### config.mk
export PLATFORM = sky130hd
export DESIGN_NAME = sequence_output_allocator
export DESIGN_NICKNAME = d
export VERILOG_FILES = /design/src/seq_out_pkg.sv /design/src/sequence_output_allocator.sv
export VERILOG_INCLUDE_DIRS = /design/src /design/src/src
export SDC_FILE = /design/constraint.sdc
export NUM_CORES = 1
export LEC_CHECK = 0
export ABC_AREA = 0
export BUFFER_PORTS_ARGS = -buffer_cell sky130_fd_sc_hd__buf_2
export CAP_MARGIN = 40
export CORE_MARGIN = 2
export CORE_UTILIZATION = 50
export CTS_CLUSTER_SIZE = 30
export DETAILED_ROUTE_END_ITERATION = 10
export PLACE_DENSITY = 0.71
export REMOVE_ABC_BUFFERS = 1
export SKIP_LAST_GASP = 1
export SLEW_MARGIN = 5
export SYNTH_ARGS = -nofsm -noshare
export SYNTH_HDL_FRONTEND = slang
export SYNTH_SLANG_ARGS = --single-unit
### constraint.sdc
create_clock -name clk -period 5.05 [get_ports clk]
set_input_delay 0 -clock clk [delete_from_list [all_inputs] [get_ports clk]]
set_output_delay 0 -clock clk [all_outputs]
set_load 0.1 [all_outputs]
### src/seq_out_regs.svh
// Constants of the sequence output allocator: parameter indices, digit fields,
// factory values and timing counts.
// Assumes inclusion by bare name from the allocator's package or module.
`ifndef SEQ_OUT_REGS_SVH
`define SEQ_OUT_REGS_SVH

// ----------------------------------------------------------------------------
// Parameter indices (operator panel select code)
// ----------------------------------------------------------------------------
`define SOA_IDX_ROUTE_A 2'h0
`define SOA_IDX_ROUTE_B 2'h1
`define SOA_IDX_ROUTE_C 2'h2
`define SOA_IDX_INVERT 2'h3

// ----------------------------------------------------------------------------
// Digit fields: four bits per digit, digit n at bits 4n+3..4n
// ----------------------------------------------------------------------------
`define SOA_DIGIT_W 4
`define SOA_NEAR_DIGIT 0
`define SOA_PSELACK_DIGIT 2

// ----------------------------------------------------------------------------
// Digit codes
// ----------------------------------------------------------------------------
`define SOA_CODE_UNUSED 4'h0
`define SOA_CODE_INVERT 4'h1

// ----------------------------------------------------------------------------
// Factory values
// ----------------------------------------------------------------------------
`define SOA_RST_ROUTE_A 16'h3211
`define SOA_RST_ROUTE_B 16'h0000
`define SOA_RST_ROUTE_C 16'h0000
`define SOA_RST_INVERT 16'h0000

// ----------------------------------------------------------------------------
// Timing: save flash on the panel display
// ----------------------------------------------------------------------------
`define SOA_CLK_MHZ 200
`define SOA_FLASH_MS 500
`define SOA_FLASH_CYCLES (`SOA_FLASH_MS * 1000 * `SOA_CLK_MHZ)

`endif

### src/seq_out_pkg.sv
// Types of the sequence output allocator.
// Assumes seq_out_regs.svh for the numeric constants.
package seq_out_pkg;

    // ------------------------------------------------------------------------
    // Control modes reported by the drive
    // ------------------------------------------------------------------------
    typedef enum logic [1:0] {
        MODE_SPEED = 2'b00,
        MODE_POSITION = 2'b01,
        MODE_TORQUE = 2'b10,
        MODE_IDLE = 2'b11
    } control_mode_t;

    // Internal status signal order on the statusIn vector
    typedef enum logic [3:0] {
        SIG_POS_COMPLETE = 4'h0,
        SIG_SPEED_POSITIONING_COMPLETE = 4'h1,
        SIG_ROTATION = 4'h2,
        SIG_SERVO_READY = 4'h3,
        SIG_TORQUE_LIMIT = 4'h4,
        SIG_SPEED_LIMIT = 4'h5,
        SIG_BRAKE = 4'h6,
        SIG_ALERT = 4'h7,
        SIG_NEAR = 4'h8,
        SIG_PSEL_ACK = 4'h9
    } status_sig_t;

    typedef logic [15:0] param_word_t;

endpackage : seq_out_pkg

### src/sequence_output_allocator.sv
// Sequence output allocator: routes internal drive status onto three output
// circuits from shadow copies of the allocation and inversion parameters.
// Assumes status and mode inputs come from logic on clk; rst_b is a power-up
// reset; powerRestart marks a supply off/on that keeps parameter memory.
`timescale 1ns/1ps
`default_nettype none
`include "seq_out_regs.svh"

module sequence_output_allocator #(
    parameter int NUM_CIRCUITS = 3,
    parameter int FLASH_CYCLES = `SOA_FLASH_CYCLES
) (
    input wire logic clk,
    input wire logic rst_b,
    input wire logic powerRestart,
    input wire logic [1:0] controlMode,
    input wire logic [9:0] statusIn,
    input wire logic paramCommit,
    input wire logic [1:0] paramSelect,
    input wire logic [15:0] paramWriteData,
    output logic [15:0] paramReadData,
    output logic saveFlash,
    output logic [2:0] seqOut,
    output logic [2:0] outputSignalMonitor
);

    // ------------------------------------------------------------------------
    // Elaboration checks
    // ------------------------------------------------------------------------
    if (NUM_CIRCUITS != 3) begin : g_bad_circuits
        $error("NUM_CIRCUITS must be 3");
    end
    if (FLASH_CYCLES < 1) begin : g_bad_flash
        $error("FLASH_CYCLES must be at least 1");
    end
    if (`SOA_DIGIT_W != 4) begin : g_bad_digit
        $error("allocation digits must be four bits wide");
    end

    // ------------------------------------------------------------------------
    // Local sizes
    // ------------------------------------------------------------------------
    // Status signals on statusIn, fixed by the allocation digits
    localparam int NUM_SIGNALS = 10;

    // All state of the block except the reset synchroniser, registered as one word
    typedef struct packed {
        logic [3:0][15:0] store;
        logic [3:0][15:0] shadow;
        logic loadPending;
        logic [31:0] flashCount;
        logic [2:0] outReg;
        logic [15:0] readData;
    } state_t;

    // ------------------------------------------------------------------------
    // Reset synchroniser
    // ------------------------------------------------------------------------
    logic [1:0] rstSync;
    logic rstN;

    // Two flops release reset in step with clk
    always_ff @(posedge clk or negedge rst_b) begin
        if (!rst_b) begin
            rstSync <= 2'b00;
        end else begin
            rstSync <= {rstSync[0], 1'b1};
        end
    end
    // Only the second flop feeds the design
    assign rstN = rstSync[1];

    // ------------------------------------------------------------------------
    // Helper functions
    // ------------------------------------------------------------------------
    // Digit n of a parameter word
    function automatic logic [3:0] digitOf(input logic [15:0] word, input int n);
        digitOf = word[n*`SOA_DIGIT_W +: `SOA_DIGIT_W];
    endfunction : digitOf

    // Allocation digit of a status signal from the shadow words
    function automatic logic [3:0] routeDigit(input logic [3:0][15:0] sh, input int sig);
        logic [3:0] d;
        d = `SOA_CODE_UNUSED;
        if (sig < 4) begin
            d = digitOf(sh[`SOA_IDX_ROUTE_A], sig);
        end else if (sig < 8) begin
            d = digitOf(sh[`SOA_IDX_ROUTE_B], sig - 4);
        end else if (sig == 8) begin
            d = digitOf(sh[`SOA_IDX_ROUTE_C], `SOA_NEAR_DIGIT);
        end else begin
            d = digitOf(sh[`SOA_IDX_ROUTE_C], `SOA_PSELACK_DIGIT);
        end
        routeDigit = d;
    endfunction : routeDigit

    // Whether a signal is detected in the given control mode
    function automatic logic sigValid(input logic [1:0] mode, input int sig);
        logic v;
        v = 1'b1;
        unique case (sig)
            int'(seq_out_pkg::SIG_POS_COMPLETE), int'(seq_out_pkg::SIG_NEAR),
            int'(seq_out_pkg::SIG_PSEL_ACK): begin
                v = (mode == seq_out_pkg::MODE_POSITION);
            end
            int'(seq_out_pkg::SIG_SPEED_POSITIONING_COMPLETE): begin
                v = (mode == seq_out_pkg::MODE_SPEED);
            end
            int'(seq_out_pkg::SIG_SPEED_LIMIT): begin
                v = (mode == seq_out_pkg::MODE_TORQUE);
            end
            default: begin
                v = 1'b1;
            end
        endcase
        sigValid = v;
    endfunction : sigValid

    // ------------------------------------------------------------------------
    // Per-signal routing from shadow values
    // ------------------------------------------------------------------------
    state_t cur;
    state_t next_cur;
    logic [NUM_SIGNALS-1:0][3:0] sigRoute;
    logic [NUM_SIGNALS-1:0] sigLive;
    logic [2:0] muxOut;

    // Route digit and mode gate of each status signal
    for (genvar s = 0; s < NUM_SIGNALS; s++) begin : g_signal
        assign sigRoute[s] = routeDigit(cur.shadow, s);
        assign sigLive[s] = statusIn[s] & sigValid(controlMode, s);
    end

    // ------------------------------------------------------------------------
    // Output multiplexer, one OR collector per circuit
    // ------------------------------------------------------------------------
    // Shadows, not memory, feed the mux so panel edits cannot move a circuit
    for (genvar c = 0; c < NUM_CIRCUITS; c++) begin : g_circuit
        logic orAll;
        logic invertOn;

        // OR of every live signal whose digit names this circuit
        always_comb begin
            orAll = 1'b0;
            for (int s = 0; s < NUM_SIGNALS; s++) begin
                if (sigRoute[s] == 4'(c + 1)) begin
                    orAll = orAll | sigLive[s];
                end
            end
        end

        // Inversion last; brake polarity is left to the user
        assign invertOn = (digitOf(cur.shadow[`SOA_IDX_INVERT], c) == `SOA_CODE_INVERT);
        assign muxOut[c] = orAll ^ invertOn;
    end

    // ------------------------------------------------------------------------
    // Next state
    // ------------------------------------------------------------------------
    always_comb begin
        next_cur = cur;
        // Panel commit writes parameter memory and starts the flash
        if (paramCommit) begin
            next_cur.store[paramSelect] = paramWriteData;
            next_cur.flashCount = 32'(FLASH_CYCLES);
        end else if (cur.flashCount != 32'h0) begin
            next_cur.flashCount = cur.flashCount - 32'h1;
        end
        // Shadows reload only at power-up or supply restart
        if (cur.loadPending || powerRestart) begin
            next_cur.shadow = next_cur.store;
            next_cur.loadPending = 1'b0;
        end
        // Circuits and monitor share one registered copy of the mux
        next_cur.outReg = muxOut;
        // Read port shows memory, so an edit reads back before a restart
        next_cur.readData = next_cur.store[paramSelect];
    end

    // ------------------------------------------------------------------------
    // State register
    // ------------------------------------------------------------------------
    // Asynchronous reset to factory values
    always_ff @(posedge clk or negedge rstN) begin
        if (!rstN) begin
            cur.store <= {`SOA_RST_INVERT, `SOA_RST_ROUTE_C, `SOA_RST_ROUTE_B,
                `SOA_RST_ROUTE_A};
            cur.shadow <= {`SOA_RST_INVERT, `SOA_RST_ROUTE_C, `SOA_RST_ROUTE_B,
                `SOA_RST_ROUTE_A};
            cur.loadPending <= 1'b1;
            cur.flashCount <= 32'h0;
            cur.outReg <= 3'h0;
            cur.readData <= 16'h0;
        end else begin
            cur <= next_cur;
        end
    end

    // ------------------------------------------------------------------------
    // Outputs
    // ------------------------------------------------------------------------
    assign seqOut = cur.outReg;
    assign outputSignalMonitor = cur.outReg;
    assign paramReadData = cur.readData;
    assign saveFlash = (cur.flashCount != 32'h0);

endmodule : sequence_output_allocator

`default_nettype wire

**Yosys cells after proc, flatten, opt, wreduce, memory -nomap -nowiden**

Index checks and enable logic that the tools add are counted.

- Flip-flop bits (word level): 174
- Input port bits: 34
- Output and inout bits: 23
- Word-level logic and storage cells: 129

- $add $sub $neg: 1
- Order comparisons: 2
- Equal/unequal tests: 35
- Muxes and demuxes: 38
- Bitwise logic cells: 35
- Reduce and logical (&&, ||, !) cells: 5

Operators with widths:

| operator | number |
|---|---|
| equality test 4 x 2 -> 1 bit, second input constant | 20 |
| bitwise mux 64 bit | 1 |
| two-way mux 32 bit | 2 |
| two-way mux 64 bit | 1 |
| equality test 4 x 1 -> 1 bit, second input constant | 13 |
| binary-select mux 16 bit (select 2 bit) | 1 |
| demux 16 bit (select 2 bit) | 1 |
| two-way mux 16 bit | 2 |
| nonzero test 32 bit | 1 |
| subtractor 32 x 1 -> 32 bit, second input constant | 1 |
| two-way mux 1 bit | 30 |
| bitwise OR 1 bit | 27 |
| AND 1 bit | 5 |
| less-than comparator 2 x 3 -> 1 bit, second input constant | 1 |
| XOR 1 bit | 3 |
| equality test 2 x 1 -> 1 bit, second input constant | 1 |
| equality test 2 bit, second input constant | 1 |
| greater-or-equal comparator 2 x 1 -> 1 bit, second input constant | 1 |
| logical NOT 2 bit | 1 |
| nonzero test 2 bit | 1 |
| logical AND 1 bit | 1 |
| logical OR 1 bit | 1 |

**Logic depth before layout (Yosys ltp)**

Gate-level depths: netlist of the first run.

- Word-level depth: 22
- Mapped depth: 9
- Mapped depth without buffers: 7

**Worst setup path after synthesis of the first run**

OpenSTA, ideal clock, no wires.

- Path type: reg-to-reg
- Start point: reg cur[19] (netlist name)
- End point: reg cur[38] (netlist name)
- Setup time: 125 ps
- Arrival: 2229 ps
- Data required time: 4925 ps
- Slack: 2696 ps
- Stages on the path, launching flop included: 9
- Buffers on the path: 1
- Clock period less this slack: 2354 ps
- Cells stage by stage: dfrtp_1 inv_1 ha_1 nor3b_2 nand4_1 or3_1 buf_6 nand4_4 mux2_4

- Elaborated cells on any way between the ends: 5
- Those cells by class: add/sub (1); mux (2); reduce/logical (2)

RTL lines:

| what | RTL line | text |
|---|---|---|
| start, declared | sequence_output_allocator.sv:122 | `state_t cur;` |
| start signal, assigned | sequence_output_allocator.sv:195 | `cur <= next_cur;` |
| nonzero test 32 bit | n/a |  |
| net saveFlash | sequence_output_allocator.sv:22 | `output logic saveFlash,` |
| nonzero test 2 bit (no source line) | n/a |  |

The timed path passes the listed nets, and every way through them passes these cells. The select of a mux whose other input is x is not followed.
A chain may end at the register's enable or synchronous reset.

**Final worst setup path of the first run**

- Start point: reg cur[19] (netlist name)
- End point: out saveFlash

- Cells in the longest elaborated chain, start to end: 1

RTL lines:

| what | RTL line | text |
|---|---|---|
| nonzero test 32 bit | sequence_output_allocator.sv:205 | `assign saveFlash = (cur.flashCount != 32'h0);` |
| end, declared | sequence_output_allocator.sv:22 |  |

No other way between the ends.

==> impl_metrics.py, run 1 <==
metrics = {
    "clocking": {
        "cts_hold_buf": 18,
        "clock-sinks": 170,
        "clk_latency_ns": 0.43,
        "cts_max_path_buffers": 2,
        "cts_tree": "yes",
        "cts_root_buf": "clkbuf_16",
        "h-tree-depth": 4,
        "numCtsBuffers": 17,
        "cts_setup_buffers": 0,
        "cts_resized": 0,
        "clk_pin_slew_ns": 0.07,
    },
    "detailed_routing": {
        "viasPerCell": 5.74,
        "routed-via-count": 4932,
        "firstDrtPassIters": 5,
        "wl_mm": 15.7,
        "wire_per_inst_um": 18.3,
        "drtIter0Drc": 408,
        "drc": 0,
        "ant_nets": 0,
    },
    "setup_path": {
        "path_max_fanout": 9,
        "cp_slowest_cell": "nor3b_2",
        "cp.arrival_ns": 2.83,
        "regToRegStartpoint": "cur[19]",
        "end_kind": "output port",
        "cp_cell_sequence": "inv_1, ha_1, nor3b_2, nand4_1, or3_1, buf_2",
        "reg2reg_slack_ns": 2.39,
        "crit_type": "reg -> out",
        "crit_required_ns": 5.05,
        "cp_slowest_stage_delay_ns": 0.57,
        "crit_family": "simple AND/OR/NAND/NOR gates",
        "ff2ff_path_depth": 8,
        "reg2reg_to": "cur[50]",
        "critPathBufInv": 2,
        "startpoint_type": "flop",
    },
    "power": {
        "ir_drop_uv": 281,
        "p_per_area_nw_per_um2": 460,
        "leakage_nw": 3.83,
    },
    "synth": {
        "syn_avg_cell_area_sq_um": 12.8,
        "syn_area_sq_um": 7740,
        "synth_compound_area_frac": 0.0537,
        "synth-xor-area-share": 0.0102,
        "synth_edf_count": 0,
        "synth_fa_ha_area_frac": 0.00162,
        "synth_seq_area_share": 0.552,
        "synthFlopType": "dfrtp_1",
        "yosysTopAreaCellShare": 0.514,
        "netlist_top_cells_area": "dfrtp_1 51%, mux2_2 11%, mux4_2 4.7%",
        "synthMuxAreaShare": 0.195,
        "syn_inst": 606,
        "ys_warn_count": 0,
        "synth_simple_gate_area_frac": 0.131,
        "synth_cell_types": 62,
        "ys_ff_latch": 170,
        "yosysTopAreaCell": "dfrtp_1",
        "synth_top_family_by_area": "multiplexers",
        "synth-async-reset-ratio": 1.00,
    },
    "global_route": {
        "grt-ovfl-total": 0,
        "grt_pass1_vias": 4955,
        "grt_max_degree": 169,
        "antenna_found_initial": 0,
        "grt_pass1_wl_mm": 25.6,
        "grt_use_total": 0.203,
    },
    "die": {
        "die_x_um": 128,
        "core-area_sq_um": 15100,
        "initial_core_util": 0.511,
        "rows": 45,
        "io_pins": 57,
        "dieArea_sq_um": 16500,
        "die_h_um": 128,
    },
    "layout": {
        "final_cells": 859,
        "drive_gt1_frac": 0.326,
        "antenna_cells": 0,
        "fin_nets": 693,
        "final_cell_area_sq_um": 8790,
        "fillCellCount": 1216,
        "area_growth_pct": 13.6,
    },
    "worst_hold_path": {
        "hp-start": "paramCommit",
        "hold_end": "cur[19]",
        "hold_depth": 2,
        "hp-class": "in -> reg",
    },
    "placement": {
        "placed_cell_area_sq_um": 8020,
        "placed_cells": 809,
        "gp_congestion": 0.847,
        "hpwl_mm": 10.2,
        "pre_cts_ws_ns": 2.34,
        "placement.io_buffers": 56,
    },
    "sta": {
        "setup_ws_ns": 2.22,
        "finalHoldViolCount": 0,
        "max_freq_mhz": 353,
        "rsz0062_at_grt": "no",
        "timing.final.crit_share": 0.561,
        "worst_pin_slew_ns": 0.936,
        "finalCriticalPeriod_ns": 2.83,
        "setup_violations": 0,
        "finalMaxSlewViolations": 0,
        "slew_headroom": 0.376,
        "fin_skew_ns": 0.0104,
    },
    "status": {
        "status": "completed",
    },
    "job": {
        "maxCapViolCount": 0,
    },
}
[metrics by stage]
stage / utilization / power (mW) / hold slack, ns / setup TNS [ns]
floorplan: - / 2.51 / -0.296 / -2.90
global placement: 0.529 / 2.71 / -0.214 / 0
detailed placement: 0.530 / 2.75 / -0.212 / 0
CTS: 0.580 / 4.07 / 0.0397 / 0
global route: 0.580 / 4.22 / 0.0640 / 0
finish: 0.580 / 4.04 / 0.0614 / 0
[per-layer routing]
metal | vias to the layer above | global-route usage | wire, um
met5 | - | 0 | 0
met4 | 0 | 0.0782 | 239
met3 | 21 | 0.0453 | 540
met2 | 113 | 0.325 | 7780
met1 | 2524 | 0.274 | 7150
li1 | 2274 | - | -
[flip-flops by register name (all words and copies together), names as in the netlist]
signal and cells:
outputSignalMonitor 3, paramReadData 16, cur 149, rstSync 2
[final cells by class]
cell class                 count  area, sq um  area share
tap                          188          235      0.0268
clock buffer                  18          429      0.0488
sequential                   170         4270       0.486
clock inverter                14          159      0.0181
timing repair buffer          79          518      0.0589
multi-input combinational    353         3040       0.346
inverter                      37          139      0.0158
[layout by cell type, fill, tap and decap left out, types with 17 or more instances in the layout]
cell type,count
a21oi_1,27
mux2i_1,25
dfrtp_1,158
nand3_1,20
buf_2,56
mux2_2,76
inv_1,37
nor2_1,34
clkbuf_16,17
dlygate4sd3_1,18
[Yosys cell counts, drive strengths merged, types with 2 or more instances]
cell     instances
mux2i           25
conb             2
o41ai            2
mux4            16
nor4b            4
a21oi           27
or2              4
nand4           12
or4              8
xnor2            4
nor2b            6
o21ai           11
nand4b           8
buf             34
xor2             5
o31ai           10
nor3             8
clkbuf          12
nand3b           6
mux2            79
and2b            2
dfrtp          159
nor2            34
or3             12
a2bb2oi          2
nor4            10
o211ai           4
nor3b            6
nand3           21
nand2b           2
o2111ai          2
nand2            9
and4             2
dfstp           11
inv             37
[report_power, final]
group / switching, mW / leakage [nW] / internal (mW)
Clock: 0.567 / 0.288 / 0.741
Combinational: 0.686 / 1.55 / 0.304
Sequential: 0.130 / 1.99 / 1.61
[cell families after synthesis]
family	Yosys count
mux	120
simple gates	158
other cells	2
buf+inv	83
compound gates	63
flops	170
xor+xnor	9
fa+ha+maj	1
[worst max-delay path by stage]
| stage | start | to | slack (ns) | cells after the start |
|---|---|---|---|---|
| 3_3_place_gp | paramCommit | paramReadData[13] | 2.28 | 5 |
| 2_1_floorplan | rstSync[1] | cur[100] | -0.02 | 0 |
| 4_1_cts | cur[19] | saveFlash | 2.21 | 6 |
| 3_5_place_dp | paramCommit | paramReadData[11] | 2.34 | 6 |
| 5_1_grt | cur[19] | saveFlash | 2.08 | 6 |
| 6_report | cur[19] | saveFlash | 2.22 | 6 |
Note: power is estimated with default switching activity, not from simulation.
==> run 2, diff against run 1 <==
- PLACE_DENSITY: 0.71 -> 0.68
- clock period: 5.05 -> 3 ns (I/O delays scaled with it)
==> run 2 against run 1 <==
Worst hold slack better by 0.033 ns. Setup slack worse by 2.0 ns. Design area up 0.91%. Power up 67%. Core utilization up 0.53 points. Cell count up 1.2%. Routed wire length up 0.94%. Via count up 0.12%. Register-to-register slack worse by 2.0 ns. Critical endpoint unchanged.
==> impl_metrics.py, run 2 (synthesis gave the netlist of run 1 again) <==
metrics = {
    "status": {
        "status": "completed",
    },
    "clocking": {
        "cts_resized": 0,
        "clk_latency_ns": 0.42,
        "cts_tree": "yes",
        "cts_max_path_buffers": 2,
        "numCtsBuffers": 17,
        "clk_pin_slew_ns": 0.06,
        "h-tree-depth": 4,
        "clock-sinks": 170,
        "cts_root_buf": "clkbuf_16",
    },
    "job": {
        "maxCapViolCount": 0,
    },
    "setup_path": {
        "cp.arrival_ns": 2.76,
        "end_kind": "output port",
        "path_max_fanout": 7,
        "crit_family": "simple AND/OR/NAND/NOR gates",
        "cp_cell_sequence": "nor4_1, nand4_1, or3_1, buf_2",
        "critPathBufInv": 1,
        "regToRegStartpoint": "cur[37]",
        "cp_slowest_stage_delay_ns": 0.74,
        "crit_type": "reg -> out",
        "crit_required_ns": 3.00,
        "reg2reg_slack_ns": 0.41,
        "cp-startpoint": "cur[37]",
        "startpoint_type": "flop",
        "cp_slowest_cell": "nor4_1",
    },
    "layout": {
        "regMostFlops": "cur",
        "fillCellCount": 1229,
        "largest_register_ffs": 149,
        "final_util": 0.586,
        "area_growth_pct": 14.6,
        "mostFrequentLayoutCells": "158 x dfrtp_1, 76 x mux2_2, 56 x buf_2",
        "antenna_cells": 0,
        "final_cell_area_sq_um": 8870,
        "mostFrequentLayoutCell": "dfrtp_1",
        "drive_gt1_frac": 0.330,
        "final_cells": 869,
        "multi_input_area_sq_um": 3040,
        "fin_nets": 703,
        "area.sequential_sq_um": 4270,
    },
    "detailed_routing": {
        "ant_nets": 0,
        "routed-via-count": 4938,
        "viasPerCell": 5.68,
        "firstDrtPassIters": 4,
        "wire_per_inst_um": 18.2,
        "drtIter0Drc": 336,
        "wl_mm": 15.9,
        "drc": 0,
    },
    "global_route": {
        "grt_pass1_vias": 5014,
        "grt-ovfl-total": 0,
        "grt_use_total": 0.205,
        "grt_max_degree": 93,
        "antenna_found_initial": 0,
        "grt_pass1_wl_mm": 26.0,
    },
    "die": {
        "die_h_um": 128,
        "initial_core_util": 0.511,
        "io_pins": 57,
        "dieArea_sq_um": 16500,
        "rows": 45,
        "die_x_um": 128,
        "core-area_sq_um": 15100,
    },
    "placement": {
        "placed_cells": 818,
        "placed_cell_area_sq_um": 8110,
        "placement.io_buffers": 56,
        "pre_cts_ws_ns": 0.517,
        "gp_congestion": 0.859,
        "hpwl_mm": 10.7,
    },
    "sta": {
        "finalCriticalPeriod_ns": 2.76,
        "finalMaxSlewViolations": 0,
        "fin_skew_ns": 0.0101,
        "slew_headroom": 0.433,
        "max_freq_mhz": 362,
        "finalHoldViolCount": 0,
        "setup_violations": 0,
        "setup_ws_ns": 0.238,
        "timing.final.crit_share": 0.921,
        "rsz0062_at_grt": "no",
        "worst_pin_slew_ns": 0.843,
    },
    "power": {
        "p_seq_frac": 0.435,
        "power.internal_mw": 4.49,
        "ir_drop_uv": 459,
        "p_per_area_nw_per_um2": 761,
        "clock_power_share": 0.317,
        "netSwitchingFraction": 0.334,
        "leakage_nw": 3.87,
        "switching_power_mw": 2.26,
        "comb_power_share": 0.248,
    },
    "worst_hold_path": {
        "hp-class": "in -> reg",
        "hp-start": "statusIn[2]",
    },
}
## run 2: through the flow
step / setup TNS (ns) / hold WS (ns) / power [mW]
floorplan: -332.88 / -0.296 / 4.23
global placement: 0 / -0.214 / 4.57
detailed placement: 0 / -0.214 / 4.63
CTS: 0 / 0.0720 / 6.80
global route: 0 / 0.134 / 7.04
finish: 0 / 0.0941 / 6.75
## run 2: final cells by class
type | count | area share
Clock buffer | 22 | 0.0512
Clock inverter | 10 | 0.0134
Inverter | 37 | 0.0157
Multi-Input combinational cell | 353 | 0.343
Sequential cell | 170 | 0.482
Tap cell | 188 | 0.0265
Timing Repair Buffer | 89 | 0.0691
## run 2: timing repair
| action | in CTS | in global routing |
|---|---|---|
| setup buffers | 0 | 0 |
| hold buffers | 19 | 0 |
| hold endpoints to repair | 85 | 0 |
| setup endpoints to repair | 0 | 0 |
## run 2: path summary, 6_finish.rpt
path / depth (start not counted) / endpoint
min in group asynchronous: 0 / cur[154]
worst max register to register: 6 / cur[32]
worst max-delay path: 4 / saveFlash
worst min-delay path: 5 / outputSignalMonitor[0]
max in group asynchronous: 1 / cur[65]
worst min register to register: 0 / cur[154]
## run 2: per-layer routing
layer,share of wire,global-route usage,up-vias,routed length (um)
met4,0.012,0.0763,0,198
met2,0.50,0.339,98,7980
li1,-,-,2300,-
met5,0,0,-,0
met1,0.45,0.272,2523,7210
met3,0.029,0.0395,17,462
## run 2: power by group through the flow
stage | combinational, mW | clock (mW) | sequential, mW
2_1_floorplan | 0.650 | 0 | 3.58
6_report | 1.67 | 2.14 | 2.93
5_1_grt | 1.79 | 2.27 | 2.98
4_1_cts | 1.68 | 2.18 | 2.94
3_3_place_gp | 1.62 | 0 | 2.95
3_5_place_dp | 1.66 | 0 | 2.97
## run 2: tightest hold or removal path, delay by kind of cell
family	cells	cell delay, ns
xor gates and xnor gates	1	0.12
buffers and inverters	1	0.10
and+or+nand+nor	3	0.26
